## src/inc/cape_params.svh

```systemverilog
`ifndef CAPE_PARAMS_SVH
`define CAPE_PARAMS_SVH
// ----------------------------------------
// parity latency codes
// ----------------------------------------
`define CAPE_PL_OFF 3'h0
`define CAPE_PL_4 3'h1
`define CAPE_PL_5 3'h2
`define CAPE_PL_6 3'h3
`define CAPE_PL_8 3'h4
// ----------------------------------------
// mode_reg_five field positions
// ----------------------------------------
`define CAPE_MR5_PL_LSB 0
`define CAPE_MR5_CRC_BIT 3
`define CAPE_MR5_ERR_BIT 4
`define CAPE_MR5_PERSIST_BIT 9
// ----------------------------------------
// timing, clock cycles at 25 MHz
// ----------------------------------------
`define CAPE_CLK_NS 40
`define CAPE_ASSERT_DLY_CYC 2
`define CAPE_PW_MIN_CYC 8
`define CAPE_PW_MAX_CYC 16
`define CAPE_RAS_MIN_CYC 4
`define CAPE_CMD_W 25
`endif

```

## src/inc/cape_pkg.sv

```systemverilog
package cape_pkg;
    // recovery sequencer states
    typedef enum logic [2:0] {CAPE_IDLE, CAPE_FLAG_DLY, CAPE_DRAIN, CAPE_PRECH, CAPE_HOLD}
        cape_state_t;
endpackage : cape_pkg

```

## src/hdl/cape_handler.sv

```systemverilog
`timescale 1ns/1ps
// Overview of operation
// - parity failure sets sticky status bit in the same cycle as the alert
// - alert driven low soon after failure
// - failing command and address bits logged
// - write crc status cleared on parity failure
// - in-flight commands reaching drain allowed to finish
// - wait row active minimum, precharge all
// - commands execute in alert window only in its first cycle and the drain part
// - release alert after min width, precharged
// - checking suspended until status cleared
// - log kept until next detected failure; status clear leaves it
// - latency write-only, status rw, log read-only
// - persistent mode resumes checking after alert
// - three-bit latency code, nonzero enables
// - latency delays every command
// - failed self refresh entry becomes power-down
// - even parity over covered inputs
// - cover command and address, not control
// - command held latency cycles before execution
// - failing command never executed
`include "cape_params.svh"
module cape_handler
    import cape_pkg::*;
#(
    parameter int CMD_W = `CAPE_CMD_W,
    parameter int MAX_PL = 8
)
(
    // clock and reset
    input wire logic mclk,
    input wire logic srst,
    // command bus pins
    input wire logic cmd_valid_pin,
    input wire logic [CMD_W-1:0] cmd_bits_pin,
    input wire logic cmd_parity_bit,
    input wire logic cmd_is_sre_pin,
    // mode register write port and crc error event
    input wire logic mr5_wr,
    input wire logic [15:0] mr5_wdata,
    input wire logic crc_error_evt,
    // executed command stream
    output logic exec_valid,
    output logic [CMD_W-1:0] exec_bits,
    output logic enter_pd,
    output logic prech_all,
    // status and pins
    output logic alert_n,
    output logic parity_err_status,
    output logic crc_err_status,
    output logic [CMD_W-1:0] err_log,
    output logic [15:0] mr5_rdata
);
    // ----------------------------------------
    // input synchronisers
    // ----------------------------------------
    logic [CMD_W+2:0] s1_q;
    logic [CMD_W+2:0] s2_q; // only s2_q is read by logic
    always_ff @(posedge mclk)
    begin
        s1_q <= {cmd_valid_pin, cmd_is_sre_pin, cmd_parity_bit, cmd_bits_pin};
        s2_q <= s1_q;
    end
    logic v_in;
    logic sre_in;
    logic [CMD_W-1:0] bits_in;
    logic par_in;
    assign v_in = s2_q[CMD_W+2];
    assign sre_in = s2_q[CMD_W+1];
    assign par_in = s2_q[CMD_W];
    assign bits_in = s2_q[CMD_W-1:0];
    // ----------------------------------------
    // mode register fields
    // ----------------------------------------
    logic [2:0] pl_q; // write-only latency code
    logic persist_q;
    cape_state_t st_q;
    logic chk_en_q; // checking active (cleared while suspended)
    logic [7:0] cnt_q;
    logic perr;
    logic [3:0] pl_cyc;
    // latency code to cycles, reserved codes treated as eight
    always_comb
    begin
        case (pl_q)
            `CAPE_PL_OFF: pl_cyc = 4'h0;
            `CAPE_PL_4: pl_cyc = 4'h4;
            `CAPE_PL_5: pl_cyc = 4'h5;
            `CAPE_PL_6: pl_cyc = 4'h6;
            default: pl_cyc = 4'h8;
        endcase
    end
    // latency register, direct nonzero change is left to the controller
    always_ff @(posedge mclk)
    begin
        if (srst)
            pl_q <= `CAPE_PL_OFF;
        else if (mr5_wr)
            pl_q <= mr5_wdata[`CAPE_MR5_PL_LSB +: 3];
    end
    always_ff @(posedge mclk)
    begin
        if (srst)
            persist_q <= 1'b0;
        else if (mr5_wr)
            persist_q <= mr5_wdata[`CAPE_MR5_PERSIST_BIT];
    end
    // ----------------------------------------
    // parity check
    // ----------------------------------------
    // even parity across covered bits; control pins are not on bits_in
    assign perr = v_in && (pl_q != `CAPE_PL_OFF) && chk_en_q
        && (^{bits_in, par_in});
    // ----------------------------------------
    // latency delay line
    // ----------------------------------------
    logic [CMD_W+1:0] dl_q [MAX_PL:0];
    logic blocked;
    assign blocked = (st_q == CAPE_FLAG_DLY) || (st_q == CAPE_PRECH) || (st_q == CAPE_HOLD);
    assign dl_q[0] = {v_in && !perr, sre_in, bits_in};
    genvar gi;
    generate
        for (gi = 1; gi <= MAX_PL; gi++)
        begin : g_dl
            always_ff @(posedge mclk)
            begin
                if (srst)
                    dl_q[gi] <= '0;
                else
                    dl_q[gi] <= dl_q[gi-1];
            end
        end
    endgenerate
    logic [CMD_W+1:0] tap;
    // pick the tap for the programmed latency
    always_comb
    begin
        tap = dl_q[pl_cyc];
    end
    // executed stream; drain lets earlier commands out
    always_ff @(posedge mclk)
    begin
        if (srst)
        begin
            exec_valid <= 1'b0;
            exec_bits <= '0;
            enter_pd <= 1'b0;
        end
        else
        begin
            exec_valid <= tap[CMD_W+1] && !blocked;
            exec_bits <= tap[CMD_W-1:0];
            // failed self refresh entry is masked and becomes power-down
            enter_pd <= perr && sre_in;
        end
    end
    // ----------------------------------------
    // recovery sequencer
    // ----------------------------------------
    always_ff @(posedge mclk)
    begin
        if (srst)
        begin
            st_q <= CAPE_IDLE;
            cnt_q <= 8'h00;
        end
        else
        begin
            cnt_q <= cnt_q + 8'h01;
            case (st_q)
                CAPE_IDLE:
                    if (perr)
                    begin
                        st_q <= CAPE_FLAG_DLY;
                        cnt_q <= 8'h00;
                    end
                CAPE_FLAG_DLY: // execution blocked while alert goes out
                    if (cnt_q >= 8'(`CAPE_ASSERT_DLY_CYC - 1))
                    begin
                        st_q <= CAPE_DRAIN;
                        cnt_q <= 8'h00;
                    end
                CAPE_DRAIN: // honour row active minimum
                    if (cnt_q >= 8'(`CAPE_RAS_MIN_CYC - 1))
                        st_q <= CAPE_PRECH;
                CAPE_PRECH:
                    st_q <= CAPE_HOLD;
                CAPE_HOLD: // release once min width met and precharged
                    if (cnt_q >= 8'(`CAPE_PW_MIN_CYC - 1))
                        st_q <= CAPE_IDLE;
                default:
                    st_q <= CAPE_IDLE;
            endcase
        end
    end
    always_ff @(posedge mclk)
    begin
        if (srst)
        begin
            alert_n <= 1'b1;
            prech_all <= 1'b0;
        end
        else
        begin
            alert_n <= !((perr && st_q == CAPE_IDLE) || (st_q != CAPE_IDLE
                && !(st_q == CAPE_HOLD && cnt_q >= 8'(`CAPE_PW_MIN_CYC - 1))));
            prech_all <= (st_q == CAPE_DRAIN) && (cnt_q >= 8'(`CAPE_RAS_MIN_CYC - 1));
        end
    end
    // ----------------------------------------
    // status, checking enable, log
    // ----------------------------------------
    // status set wins over a zero write; writes of one are blocked
    always_ff @(posedge mclk)
    begin
        if (srst)
            parity_err_status <= 1'b0;
        else if (perr)
            parity_err_status <= 1'b1;
        else if (mr5_wr && !mr5_wdata[`CAPE_MR5_ERR_BIT])
            parity_err_status <= 1'b0;
    end
    // checking back on at clear, or at alert release in persistent mode
    always_ff @(posedge mclk)
    begin
        if (srst)
            chk_en_q <= 1'b1;
        else if (perr)
            chk_en_q <= 1'b0;
        else if (persist_q && st_q == CAPE_HOLD && cnt_q >= 8'(`CAPE_PW_MIN_CYC - 1))
            chk_en_q <= 1'b1;
        else if (mr5_wr && !mr5_wdata[`CAPE_MR5_ERR_BIT])
            chk_en_q <= 1'b1;
    end
    always_ff @(posedge mclk)
    begin
        if (srst)
            crc_err_status <= 1'b0;
        else if (perr)
            crc_err_status <= 1'b0;
        else if (crc_error_evt)
            crc_err_status <= 1'b1;
        else if (mr5_wr && !mr5_wdata[`CAPE_MR5_CRC_BIT])
            crc_err_status <= 1'b0;
    end
    // later failures overwrite; in persistent mode contents may be stale
    always_ff @(posedge mclk)
    begin
        if (srst)
            err_log <= '0;
        else if (perr)
            err_log <= bits_in;
    end
    // latency reads as zero since it is write-only
    always_ff @(posedge mclk)
    begin
        if (srst)
            mr5_rdata <= 16'h0000;
        else
        begin
            mr5_rdata <= 16'h0000;
            mr5_rdata[`CAPE_MR5_CRC_BIT] <= crc_err_status;
            mr5_rdata[`CAPE_MR5_ERR_BIT] <= parity_err_status;
            mr5_rdata[`CAPE_MR5_PERSIST_BIT] <= persist_q;
        end
    end
endmodule : cape_handler

```

## config.mk

```make
export PLATFORM = sky130hd
export DESIGN_NAME = cape_handler
export DESIGN_NICKNAME = d
export VERILOG_FILES = /design/src/inc/cape_pkg.sv /design/src/hdl/cape_handler.sv
export VERILOG_INCLUDE_DIRS = /design/src /design/src/inc
export SDC_FILE = /design/constraint.sdc
export NUM_CORES = 1
export LEC_CHECK = 0
export BUFFER_PORTS_ARGS = -buffer_cell sky130_fd_sc_hd__buf_2
export CAP_MARGIN = 10
export CORE_ASPECT_RATIO = 1.75
export CORE_MARGIN = 2
export CORE_UTILIZATION = 61
export CTS_CLUSTER_DIAMETER = 100
export CTS_CLUSTER_SIZE = 12
export DETAILED_ROUTE_END_ITERATION = 16
export GPL_ROUTABILITY_DRIVEN = 0
export GPL_TIMING_DRIVEN = 1
export PLACE_DENSITY = 0.94
export SLEW_MARGIN = 10
export SYNTH_ARGS = -nofsm -noshare
export SYNTH_HDL_FRONTEND = slang
export SYNTH_SLANG_ARGS = --single-unit
```

## constraint.sdc

```tcl
create_clock -name mclk -period 6.5 [get_ports mclk]
set_input_delay 0.975 -clock mclk [delete_from_list [all_inputs] [get_ports mclk]]
set_output_delay 0.975 -clock mclk [all_outputs]
set_load 0.03 [all_outputs]
```

Yosys cells after proc, flatten, opt, wreduce, memory -nomap -nowiden
Cells that the tools add are included.
Widths: inputs -> output; s select.
Word-level totals
  word-level logic and storage cells: 92
  bits of input ports: 48
  memory bits (writable): 0
  flip-flop bits (word level): 360
  latch bits: 0
  bits in read-only memories: 0
  memories kept: 0
Cells by class
  bitwise gates (word level): 0
  equal/unequal tests: 11
  reductions and logical operators: 33
  multiplexer cells: 18
  div/mod/pow operators: 0
  add/subtract/negate cells: 1
  shift-type cells: 0
  $lt $le $gt $ge: 4
  $mul: 0
Operator list (count)
  $bmux 27 s4: 1
  $mux 27: 1
  $reduce_xor 26->1: 1
  $mux 8: 2
  $pmux 4 s4: 1
  $pmux 8 s2: 1
  $pmux 3 s5: 1
  $logic_and 1x1->1: 14
  $eq 3x2->1 const B: 4
  $mux 3: 4
  $reduce_bool 3->1: 3
  $add 8x1->8 const B: 1
  $ge 8x1->1 const B: 1
  $ge 8x2->1 const B: 1
  $ge 8x3->1 const B: 1
  $mux 1: 7
  $eq 3x1->1 const B: 2
  $logic_not 1->1: 6
  $logic_not 3->1: 2
  $lt 4x5->1 const B: 1
  $ne 2x1->1 const B: 2
  $ne 2x2->1 const B: 2
  $reduce_and 4->1: 1
  $reduce_bool 2->1: 2
  3 further kinds: 5

Depth between registers and ports, before layout
  depth after elaboration: 9
  gate-level depth with buffers: 8
  gate-level depth less buffers: 6

Worst setup path after synthesis
No wires, ideal clock.
  path type: input to register
  start: input port srst
  end: register exec_bits[0]
  arrival time: 2089 ps
  slack: 4284 ps
  stages: 5
  cells stage by stage: clkbuf_1 -> clkbuf_1 -> clkbuf_1 -> buf_1 -> nor2_1
RTL lines
  from (decl): RTL line cape_handler.sv:32  | input wire logic srst,
  to (signal assigned): RTL line cape_handler.sv:152  | exec_bits <= tap[CMD_W-1:0];
  to (decl): RTL line cape_handler.sv:44  | output logic [CMD_W-1:0] exec_bits,
No word-level cell between the ends.

Worst setup path after layout
  start: register s2_q[13] (netlist name)
  end: register err_log[5]
On the way
  word-level cells in the longest chain between the ends: 2
Ends and longest elaborated chain
  $reduce_xor 26->1: RTL line cape_handler.sv:113  | && (^{bits_in, par_in});
  $logic_and 1x1->1: RTL line cape_handler.sv:112  | assign perr = v_in && (pl_q != `CAPE_PL_OFF) && chk_en_q
  to (signal assigned): RTL line cape_handler.sv:252  | err_log <= bits_in;
  to (decl): RTL line cape_handler.sv:51  | output logic [CMD_W-1:0] err_log,
No other way between the ends.
A chain may end at the register's enable or synchronous reset.

==> run_results.csv <==
group,metric,value,unit
status,outcome,"complete, no violations",
synthesis,synth_seq_cells,339,
clocking,clkLatencyLatePin,0.49,ns
detailed_routing,first_iter_violations,224,
floorplan,ios,120,
synthesis,netlist_instances,832,
synthesis,synth_flop_cell,"dfxtp_1",
synthesis,synth_top_cell_by_area,"dfxtp_1",
worst_setup_path,r2r_slack,3.67,ns
worst_setup_path,crit_path_start_kind,"flop",
clocking,cts_buffers,34,
sta,tightest_slew,1.009,ns
synthesis,async_flop_share,0,
pwr,seqPwrFrac,0.507,
synthesis,synthTopCellsByArea,"dfxtp_1 (64%), nor2b_1 (14%), mux4_2 (5.5%)",
worst_setup_path,critPathKind,"reg2reg",
place,port_buffers,96,
floorplan,fp.dieW,103.4,µm
sta,hold_viol,0,
clocking,clk_pin_slew,0.06,ns
floorplan,die_h,178.0,µm
clocking,cts_setup_buffers,0,
grt,grt_start_max_net_pins,172,
grt,grt_pass1_vias,5970,
worst_setup_path,cp_max_fo,27,
cells_and_area,final_cells,1151,
sta,slew_violations,0,
clocking,cts.repair.resized,0,
synthesis,synth_warnings,0,
sta,fmax,353.3,MHz
cells_and_area,multiInputGateArea,3502,µm²
synthesis,synthesis.area,10550,µm²
worst_setup_path,cp.arrival,3.21,ns
synthesis,yosys.cell_types.count,39,
synthesis,syn_avg_cell_area,12.68,µm²
hold_path,hp-class,"reg2reg",
clocking,cts_tree,"yes",
floorplan,dieArea,18410,µm²
grt,overflow,0,
detailed_routing,postRouteWirelength,18100,µm
sta,finalSetupViolCount,0,
pwr,pwr-share-comb,0.112,
floorplan,start_util,0.6227,
detailed_routing,antenna_left,0,
sta,period_share,0.4354,
cells_and_area,final_nets,973,
cells_and_area,num_antenna_cells,0,
worst_setup_path,crit_slowest_cell,"or2_2",
sta,setup_tns,0,ns
pwr,powerDensity,368.1,nW/µm²
cells_and_area,layout-drive-gt1-share,0.2089,
sta,fin_skew,0.009778,ns
detailed_routing,drc_errors,0,
clocking,cts_sinks,339,
sta,rsz0062_at_grt,"no",
detailed_routing,via_per_inst,4.996,
pwr,p_int,3.347,mW
place,dp.cells,1113,
pwr,p_leak,5.015,nW
clocking,holdBufCountCts,0,
synthesis,yosysTopAreaCellShare,0.6430,
grt,grt_first_pass_wirelength,28880,µm
clocking,cts_max_path_buffers,3,
sta,max-slew-margin-rel,0.3274,
sta,fin_crit,2.830,ns
detailed_routing,vias,5750,
cells_and_area,final-seq-area,6789,µm²
grt,antenna_found_initial,0,
pwr,switching_power,1.081,mW
synthesis,synth-edff-count,0,
worst_setup_path,cpPeakStageDelay,0.81,ns
detailed_routing,wl_per_cell,15.72,µm
pwr,clkPwrFrac,0.380,
job,maxCapViolCount,0,
cells_and_area,final_common_cell,"dfxtp_1",
synthesis,ys_seq_area_frac,0.6430,
worst_setup_path,path_cells,"xnor2_1 > xnor2_1 > xnor3_1 > xnor3_1 > or2_2 > mux2_2",
pwr,switching_share,0.2441,
cells_and_area,area_growth,13.98,%
worst_setup_path,critPathCaptureType,"flop",
place,hpwl,10640,µm
cells_and_area,fillers,1074,
cells_and_area,layout_common_cells,"dfxtp_1 (337), nor2b_1 (237), buf_2 (95), nor2_1 (37), clkbuf_16 (35)",
clocking,clock-root-buffer,"clkbuf_16",
floorplan,core_area,16950,µm²
detailed_routing,drtPass1Iterations,4,
clocking,htree_num_levels,2,
worst_setup_path,cp.required,6.88,ns
pwr,ir_drop,0.0002826,V
floorplan,fp-row-count,63,
grt,grt_usage,0.2034,
[layer usage]
metal,vias up,part of all wire,track usage
li1,2819,-,-
met2,139,0.53,0.3610
met1,2752,0.39,0.2318
met3,40,0.041,0.03527
met4,0,0.036,0.09485
met5,-,0,0
[worst max-delay path, delay by kind of cell (launching register included)]
kind,cells,cell delay (ns)
and+or+nand+nor,1,0.81
DFF,1,0.40
xor gates and xnor gates,4,1.06
muxes,1,0.42
[cells in the mapped netlist (6+ instances only)]
cell type / instances
clkbuf_1: 37
dfxtp_1: 339
a211oi_1: 9
nor2b_1: 237
mux4_2: 26
mux2_2: 7
nor2_1: 37
mux2i_1: 30
xor2_1: 6
xnor2_1: 21
mux2_4: 18
buf_4: 13
[stage by stage]
| stage | total power, mW | util | setup slack (ns) | instance area [µm²] | hold WS [ns] |
|---|---|---|---|---|---|
| floorplan | 2.664 | - | 4.284 | 10600 | 0.3096 |
| global placement | 2.765 | 0.6557 | 3.548 | 11110 | 0.3095 |
| detailed placement | 2.779 | 0.6557 | 3.496 | 11110 | 0.3121 |
| CTS | 4.459 | 0.7098 | 3.596 | 12030 | 0.3238 |
| global route | 4.581 | 0.7098 | 3.554 | 12030 | 0.3295 |
| finish | 4.428 | 0.7098 | 3.670 | 12030 | 0.3249 |
[final cells by class]
type	count	area share
Timing Repair Buffer	100	0.04317
Tap cell	227	0.02361
Multi-Input combinational cell	442	0.2911
Clock buffer	35	0.07281
Inverter	5	0.001560
Clock inverter	3	0.003328
Sequential cell	339	0.5644
[state kept, by name (all words and copies together), names as in the netlist]
register           cells
chk_en_q               1
exec_valid             1
crc_err_status         1
mr5_rdata              3
enter_pd               1
s1_q                  28
err_log               25
alert_n                1
prech_all              1
parity_err_status      1
pl_q                   3
dl_q                 208
exec_bits             25
cnt_q                  8
st_q                   3
s2_q                  28
persist_q              1
[kinds of logic (layout without fill, tap and decap cells)]
| family | count (synthesis) | count (layout) | share of synthesized area |
|---|---|---|---|
| DFF | 339 | 339 | 0.6430 |
| and+or+nand+nor | 292 | 292 | 0.1632 |
| muxes | 81 | 81 | 0.1170 |
| buffers and inverters | 63 | 143 | 0.02940 |
| xor gates and xnor gates | 30 | 30 | 0.02822 |
| AOI/OAI and AO/OA | 23 | 23 | 0.01517 |
| adders and majority gates | 3 | 3 | 0.003557 |
| other | 1 | 13 | 0.0003553 |
[path summary, 6_finish.rpt]
| check | start | endpoint | cells after the start |
|---|---|---|---|
| setup / recovery | s2_q[13]$_DFF_P_ | err_log[5]$_SDFFE_PP0P_ | 6 |
| hold reg to reg | s1_q[14]$_DFF_P_ | s2_q[14]$_DFF_P_ | 0 |
| hold / removal | s1_q[14]$_DFF_P_ | s2_q[14]$_DFF_P_ | 0 |
| setup reg to reg | s2_q[13]$_DFF_P_ | err_log[5]$_SDFFE_PP0P_ | 6 |
[power groups by stage]
stage	combinational, mW	sequential (mW)	clock (mW)
2_1_floorplan	0.315	2.35	0
3_5_place_dp	0.493	2.29	0
4_1_cts	0.502	2.25	1.71
5_1_grt	0.534	2.26	1.79
3_3_place_gp	0.482	2.28	0
6_report	0.498	2.25	1.68
Power figures use the tool's default switching activity.
